## src/rtl/arc_consts.svh

```systemverilog
`ifndef ARC_CONSTS_SVH
`define ARC_CONSTS_SVH

// ==========================================================================
// Register offsets
`define ARC_OFS_GEN_CFG      8'h03
`define ARC_OFS_DESER_ADDR   8'h06
`define ARC_OFS_DESER_ALIAS  8'h07
`define ARC_OFS_SLAVE_ADDR   8'h08
`define ARC_OFS_SLAVE_ALIAS  8'h09

// ==========================================================================
// Field positions
`define ARC_BIT_EDGE_SEL     0
`define ARC_BIT_PASS_THRU    2
`define ARC_BIT_PASS_ALL     3
`define ARC_BIT_HOLD         0
`define ARC_ADDR_MSB         7
`define ARC_ADDR_LSB         1

// ==========================================================================
// Reset values
`define ARC_RST_GEN_CFG      8'hC5
`define ARC_RST_DESER_ADDR   7'h00
`define ARC_RST_HOLD         1'b0
`define ARC_RST_DESER_ALIAS  7'h00
`define ARC_RST_SLAVE_ADDR   7'h00
`define ARC_RST_SLAVE_ALIAS  7'h00
`define ARC_ADDR_NONE        7'h00

`endif

```

## src/rtl/arc_pkg.sv

```systemverilog
package arc_pkg;

  // ========================================================================
  // Forwarding target
  typedef enum logic [1:0] {
    ARC_TGT_NONE  = 2'b00,
    ARC_TGT_DESER = 2'b01,
    ARC_TGT_SLAVE = 2'b10,
    ARC_TGT_PASS  = 2'b11
  } arc_target_e;

  // ========================================================================
  // Address byte request from the local I2C host side
  typedef struct packed {
    logic       valid;
    logic [7:0] addr_byte;
  } arc_req_s;

  // Translated address byte toward the control channel
  typedef struct packed {
    logic        valid;
    logic        drop;
    arc_target_e target;
    logic [7:0]  addr_byte;
  } arc_fwd_s;

  // Address learned over the back channel
  typedef struct packed {
    logic       valid;
    logic [6:0] addr;
  } arc_learn_s;

  // Register write strobe
  typedef struct packed {
    logic       wr;
    logic [7:0] addr;
    logic [7:0] wdata;
  } arc_reg_s;

  // ========================================================================
  // Module state clocked on the rising edge
  typedef struct packed {
    logic [7:0] gen_cfg;
    logic [6:0] deser_addr;
    logic       hold;
    logic [6:0] deser_alias;
    logic [6:0] slave_addr;
    logic [6:0] slave_alias;
    logic [1:0] lock_sync;
    logic [7:0] rdata;
    arc_fwd_s   fwd;
    logic [7:0] audio_rise;
    logic [7:0] audio_out;
  } arc_state_s;

endpackage

```

## src/rtl/arc_top.sv

```systemverilog
// Function
// - Edge-select 1 samples audio on rising edge, 0 on falling edge.
// - Hold 7-bit deserializer address; deserializer alias hits forward that address.
// - After receive lock, load deserializer address learned over back channel.
// - Hold bit 1 blocks automatic load and keeps the written address.
// - Hold bit 0 allows automatic load from the back channel.
// - Zero address or alias disables access to that remote target.
// - Transactions to deserializer alias are redirected to deserializer address.
// - Hold 7-bit remote slave address; slave alias hits forward that address.
// - Transactions to slave alias are redirected to remote slave address.
// - With pass-all off, only alias matches cross the link.
`include "arc_consts.svh"
`timescale 1ns/10ps
`default_nettype none

module arc_top
  import arc_pkg::*;
(
  input  wire logic       CLK,
  input  wire logic       NRST,
  input  wire arc_reg_s   REG_IN,
  output var  logic [7:0] REG_RDATA,
  input  wire logic       RX_LOCK,
  input  wire arc_learn_s LEARN_IN,
  input  wire arc_req_s   REQ_IN,
  output var  arc_fwd_s   FWD_OUT,
  input  wire logic [7:0] AUDIO_IN,
  output var  logic [7:0] AUDIO_OUT
);

  // ========================================================================
  // State
  arc_state_s s_q;
  arc_state_s s_d;
  logic [7:0] audio_fall_q;

  logic [6:0] req_addr;
  logic       req_rw;
  logic       lock_s;
  logic       deser_hit;
  logic       slave_hit;
  logic       pass_hit;
  logic       pass_thru;
  logic       pass_all;

  assign req_addr  = REQ_IN.addr_byte[`ARC_ADDR_MSB:`ARC_ADDR_LSB];
  assign req_rw    = REQ_IN.addr_byte[0];
  assign lock_s    = s_q.lock_sync[1];
  assign pass_thru = s_q.gen_cfg[`ARC_BIT_PASS_THRU];
  assign pass_all  = s_q.gen_cfg[`ARC_BIT_PASS_ALL];

  // ========================================================================
  // Alias matching, zero fields disable the target
  assign deser_hit = (s_q.deser_alias != `ARC_ADDR_NONE)
                   & (s_q.deser_addr != `ARC_ADDR_NONE)
                   & (req_addr == s_q.deser_alias);
  assign slave_hit = (s_q.slave_alias != `ARC_ADDR_NONE)
                   & (s_q.slave_addr != `ARC_ADDR_NONE)
                   & (req_addr == s_q.slave_alias)
                   & ~deser_hit;
  assign pass_hit  = pass_all
                   & (s_q.deser_addr != `ARC_ADDR_NONE)
                   & ~deser_hit & ~slave_hit;

  // ========================================================================
  // Next state
  always_comb begin
    s_d = s_q;

    // Lock crosses in from the link side
    s_d.lock_sync = {s_q.lock_sync[0], RX_LOCK};

    // Automatic load, software write below takes precedence
    if (lock_s && LEARN_IN.valid && !s_q.hold) begin
      s_d.deser_addr = LEARN_IN.addr;
    end

    // Register writes
    if (REG_IN.wr) begin
      case (REG_IN.addr)
        `ARC_OFS_GEN_CFG: begin
          s_d.gen_cfg = REG_IN.wdata;
        end
        `ARC_OFS_DESER_ADDR: begin
          s_d.deser_addr = REG_IN.wdata[`ARC_ADDR_MSB:`ARC_ADDR_LSB];
          s_d.hold       = REG_IN.wdata[`ARC_BIT_HOLD];
        end
        `ARC_OFS_DESER_ALIAS: begin
          s_d.deser_alias = REG_IN.wdata[`ARC_ADDR_MSB:`ARC_ADDR_LSB];
        end
        `ARC_OFS_SLAVE_ADDR: begin
          s_d.slave_addr = REG_IN.wdata[`ARC_ADDR_MSB:`ARC_ADDR_LSB];
        end
        `ARC_OFS_SLAVE_ALIAS: begin
          s_d.slave_alias = REG_IN.wdata[`ARC_ADDR_MSB:`ARC_ADDR_LSB];
        end
        default: begin
        end
      endcase
    end

    // Registered read data, unmapped offsets read zero
    case (REG_IN.addr)
      `ARC_OFS_GEN_CFG:     s_d.rdata = s_q.gen_cfg;
      `ARC_OFS_DESER_ADDR:  s_d.rdata = {s_q.deser_addr, s_q.hold};
      `ARC_OFS_DESER_ALIAS: s_d.rdata = {s_q.deser_alias, 1'b0};
      `ARC_OFS_SLAVE_ADDR:  s_d.rdata = {s_q.slave_addr, 1'b0};
      `ARC_OFS_SLAVE_ALIAS: s_d.rdata = {s_q.slave_alias, 1'b0};
      default:              s_d.rdata = 8'h00;
    endcase

    // Address translation
    s_d.fwd.valid     = REQ_IN.valid;
    s_d.fwd.drop      = 1'b0;
    s_d.fwd.target    = ARC_TGT_NONE;
    s_d.fwd.addr_byte = REQ_IN.addr_byte;
    if (REQ_IN.valid) begin
      if (!pass_thru) begin
        s_d.fwd.drop = 1'b1;
      end else if (deser_hit) begin
        s_d.fwd.target    = ARC_TGT_DESER;
        s_d.fwd.addr_byte = {s_q.deser_addr, req_rw};
      end else if (slave_hit) begin
        s_d.fwd.target    = ARC_TGT_SLAVE;
        s_d.fwd.addr_byte = {s_q.slave_addr, req_rw};
      end else if (pass_hit) begin
        s_d.fwd.target    = ARC_TGT_PASS;
        s_d.fwd.addr_byte = {s_q.deser_addr, req_rw};
      end else begin
        s_d.fwd.drop = 1'b1;
      end
    end

    // Audio capture edge select
    s_d.audio_rise = AUDIO_IN;
    s_d.audio_out  = s_q.gen_cfg[`ARC_BIT_EDGE_SEL] ? s_q.audio_rise
                                                     : audio_fall_q;
  end

  // ========================================================================
  // Falling-edge audio capture
  always_ff @(negedge CLK or negedge NRST) begin
    if (!NRST) begin
      audio_fall_q <= 8'h00;
    end else begin
      audio_fall_q <= AUDIO_IN;
    end
  end

  // ========================================================================
  // State register
  always_ff @(posedge CLK or negedge NRST) begin
    if (!NRST) begin
      s_q             <= '0;
      s_q.gen_cfg     <= `ARC_RST_GEN_CFG;
      s_q.deser_addr  <= `ARC_RST_DESER_ADDR;
      s_q.hold        <= `ARC_RST_HOLD;
      s_q.deser_alias <= `ARC_RST_DESER_ALIAS;
      s_q.slave_addr  <= `ARC_RST_SLAVE_ADDR;
      s_q.slave_alias <= `ARC_RST_SLAVE_ALIAS;
    end else begin
      s_q <= s_d;
    end
  end

  assign REG_RDATA = s_q.rdata;
  assign FWD_OUT   = s_q.fwd;
  assign AUDIO_OUT = s_q.audio_out;

endmodule // arc_top

`default_nettype wire

```

## config.mk

```make
export PLATFORM = sky130hd
export DESIGN_NAME = arc_top
export DESIGN_NICKNAME = d
export VERILOG_FILES = /design/src/rtl/arc_pkg.sv /design/src/rtl/arc_top.sv
export VERILOG_INCLUDE_DIRS = /design/src /design/src/rtl
export SDC_FILE = /design/constraint.sdc
export NUM_CORES = 1
export LEC_CHECK = 0
export BUFFER_PORTS_ARGS = -buffer_cell sky130_fd_sc_hd__buf_4
export CAP_MARGIN = 20
export CORE_MARGIN = 4
export CORE_UTILIZATION = 59
export CTS_CLUSTER_DIAMETER = 100
export DETAILED_ROUTE_END_ITERATION = 8
export GPL_TIMING_DRIVEN = 0
export HOLD_SLACK_MARGIN = 0.12
export PLACE_DENSITY = 0.89
export SLEW_MARGIN = 20
export SYNTH_ARGS = -nofsm -noshare
export SYNTH_HDL_FRONTEND = slang
export SYNTH_SLANG_ARGS = --single-unit
```

## constraint.sdc

```tcl
create_clock -name CLK -period 2.9 [get_ports CLK]
set_input_delay 0.145 -clock CLK [delete_from_list [all_inputs] [get_ports CLK]]
set_output_delay 0.145 -clock CLK [all_outputs]
set_load 0.03 [all_outputs]
```

# Word-level counts from Yosys, hierarchy flattened
# Index checks and enable logic that the tools add are counted.
# word_totals
reg_bits	83
latch_bits	0
ramBits	0
mem_bits_ro	0
in_bits	45
output_inout_bits	28
elab_cells	61
memories	0
# classes
addsub	0
mul	0
div_mod_pow	0
magnitude_cmp	0
n_eq_ne	7
shifts	0
n_mux	17
bitwise_logic	10
reduce_logical	12
# op_table
cell	n
$mux 10	4
$pmux 8 s5	1
$mux 29	1
$mux 7	4
$reduce_bool 7->1	4
$eq 8x3->1 const B	2
$eq 8x4->1 const B	2
$mux 8	2
$eq 7x7->1	2
$mux 11	1
$reduce_and 2->1	5
$and 1x1->1	8
$eq 8x2->1 const B	1
$mux 1	4
$logic_and 1x1->1	2
$not 1->1	2
$logic_not 1->1	1

# Longest topological paths before layout
# depth
ltp_word	12
depth_mapped	8

==> reports/qor.csv <==
metric,value,unit
drt-total-wl,9090,um
first_global_vias,2997,
grt.met1_usage,32.6,%
clock.fmax,414,MHz
final_util,80.7,%
netlist_instances,277,
placed_cell_area,0.00428,mm2
internal_power,1.79,mW
wl_per_cell,19.3,um
ctsResizeCount,0,
startpoint,REG_IN[13],
met3_usage,5.42,%
syn_area,0.00365,mm2
post-route-period-util,83.3,%
crit_path_end_kind,flop,
final_area,0.00481,mm2
firstDrtPassIters,8,
final_hold_viol_count,0,
cts_max_path_buffers,2,
clock-sinks,83,
postRouteAntennaNets,0,
post_cts_buffers,0,
fin_crit,2.42,ns
rsz0062_at_grt,no,
die_area,0.00751,mm2
grt_max_degree,84,
place_congestion,0.909,
relSlewSlack,48.4,%
reg2reg_from,s_q[51]$_DFFE_PN0P_,
cpMostUsedCell,buf_4,
rows,28,
clock_latency,0.36,ns
core,0.00596,mm2
antenna_found_initial,0,
cts_buffers,9,
ys_ff_latch,83,
ys_types,38,
cts_tree,built,
ctsHoldBuffers,33,
finalNetCount,437,
fin_skew,0.0203,ns
area_growth,31.6,%
grt_usage,26.7,%
fp.dieW,86.7,um
synth_fp_nets,322,
dr_total_vias,2763,
final_cell_mix,"buf_4, dfrtp_1, mux2_2",
reg2reg_depth,7,
cts_max_level,3,
r2r-end,FWD_OUT[7]$_DFF_PN0_,
crit_cells,9,
drc,0,
hold_path_class,in -> reg,
p_sw,0.632,mW
setup-violations-final,0,
cpMaxStageDelayCell,nor3_2,
worst-path-max-fanout,10,
leakage,2.32,nW
crit_arrival,2.66,ns
cpLargestDelayFamily,simple AND/OR/NAND/NOR gates,
synth-seq-area-share,57.0,%
p_seq_share,52.8,%
first_iter_violations,260,
io_pins,73,
r2r_slack,0.64,ns
vias_per_cell,5.85,
p_sw_share,26.1,%
dieHeight,86.7,um
dp_hpwl,5990,um
synth_area_per_cell,13.2,um2
grt_pass1_wl,14800,um
cpPeakStageDelay,0.63,ns
powerDensity,504,mW/mm2
critPathBufInv,4,
p_clk_share,34.4,%
slew_viol_final,0,
overflow,0,
status,finished clean,
crit_chain,buf_4 -> nor4_2 -> nand3b_1 -> nor3_2 -> and2_1 -> buf_2 -> buf_4 -> o21ai_0 -> dlygate4sd3_1,
crit_end,s_q[63]$_DFF_PN0_,
critical_path_class,in -> reg,
top_usage_layer,met2,
required,3.14,ns
tightest_slew,0.770,ns
maxCapViolations,0,
start_util,61.3,%
yosysWarningCount,0,
drive_above_1_share,42.3,%
clk_pin_slew,0.09,ns
combPwrFrac,12.7,%
layout_commonest_cell,buf_4,
cts_root_buffer,clkbuf_8,
diodes,0,
ir_worst_vdd,0.000513,V
final.setup.tns,0,ns
cp-start-kind,primary input,
numPortBuffers,71,
grtUsageMet2,44.7,%
[sequential cells by signal (all words and copies together) (netlist names)]
name	count
audio_fall_q	8
s_q	43
FWD_OUT	12
REG_RDATA	8
pass_thru	1
s_d	1
AUDIO_OUT	8
lock_s	1
pass_all	1
[cell type report]
class	instances	area (um2)
repair buffers	104	867
multi-input cells	156	1300
clock inverters	5	62.6
well taps	75	93.8
plain buffers	36	260
clock buffers	11	131
flip-flops and latches	83	2080
inverters	2	7.51
fillers	358	1150
[per-stage QoR]
step | hold slack (ns) | power, mW | setup slack [ns] | std cells
3_3_place_gp | 0.255 | 1.54 | 0.541 | 423
6_report | 0.140 | 2.42 | 0.484 | 472
2_1_floorplan | -0.151 | 1.41 | 0.784 | 277
4_1_cts | 0.158 | 2.42 | 0.346 | 472
5_1_grt | 0.126 | 2.51 | 0.396 | 472
3_5_place_dp | 0.255 | 1.56 | 0.522 | 423
[logic make-up (layout without fill, tap and decap cells)]
group | count (synthesis) | after routing | share of synthesized area, %
flip-flops | 83 | 83 | 57.0
AND/OR/NAND/NOR | 62 | 62 | 10.4
multiplexers | 45 | 45 | 13.6
buffers and inverters | 38 | 158 | 7.33
AO/OA/AOI/OAI | 35 | 35 | 8.23
XOR/XNOR | 14 | 14 | 3.36
[worst min-delay path, cell delays in order]
cell and delay, ns:
buf_4 0.08, mux2i_1 0.06, o21ai_0 0.18
[cell usage after synthesis]
master      n  share of area, %
a211o_1     1              0.24
a221o_1     7               1.9
a222oi_1    7               1.9
a22o_1      1              0.24
a22oi_1     7               1.4
and2_1      4              0.69
and3_1      1              0.17
and4b_1     6               1.6
buf_1       2              0.21
buf_2       1              0.14
buf_4      29               6.0
buf_6       2              0.62
clkbuf_1    2              0.21
dfrtn_1     8               5.5
dfrtp_1    71                49
dfstp_2     4               2.9
inv_1       2              0.21
mux2_2     38                12
mux2i_1     7               1.9
nand2_1    24               2.5
nand3_1     3              0.41
nand3b_1    3              0.62
nand4_1     1              0.17
nor2_1      2              0.21
nor2_2      2              0.34
nor3_1      4              0.55
nor3_2      3              0.82
nor4_1      5              0.86
nor4_2      2              0.69
nor4_4      1              0.58
o21ai_0     6              0.82
o21ai_1     1              0.14
o2bb2ai_1   3              0.72
o31ai_1     1              0.21
o31ai_4     1              0.58
or4_1       1              0.21
xnor2_1     7               1.7
xor2_1      7               1.7
[routing by layer]
layer | up-vias | part of all wire [%]
li1 | 1214 | -
met1 | 1359 | 36
met2 | 166 | 52
met3 | 24 | 9.0
met4 | 0 | 2.8
met5 | - | 0
[worst min-delay path by stage]
stage	from	to	slack, ns	cells past startpoint
2_1_floorplan	NRST	AUDIO_OUT[0]$_DFF_PN0_	-0.15	0
3_3_place_gp	RX_LOCK	s_d[37]$_DFF_PN0_	0.26	1
3_5_place_dp	REQ_IN[0]	FWD_OUT[0]$_DFF_PN0_	0.26	1
4_1_cts	LEARN_IN[6]	s_q[66]$_DFF_PN0_	0.16	3
5_1_grt	LEARN_IN[6]	s_q[66]$_DFF_PN0_	0.13	3
6_report	LEARN_IN[6]	s_q[66]$_DFF_PN0_	0.14	3
[power by group through the flow]
stage | combinational [mW] | clock, mW | sequential [mW]
floorplan | 0.139 | 0 | 1.27
global placement | 0.248 | 0 | 1.29
detailed placement | 0.258 | 0 | 1.30
CTS | 0.307 | 0.833 | 1.28
global route | 0.334 | 0.895 | 1.28
finish | 0.309 | 0.834 | 1.28
Power figures use the tool's default switching activity.
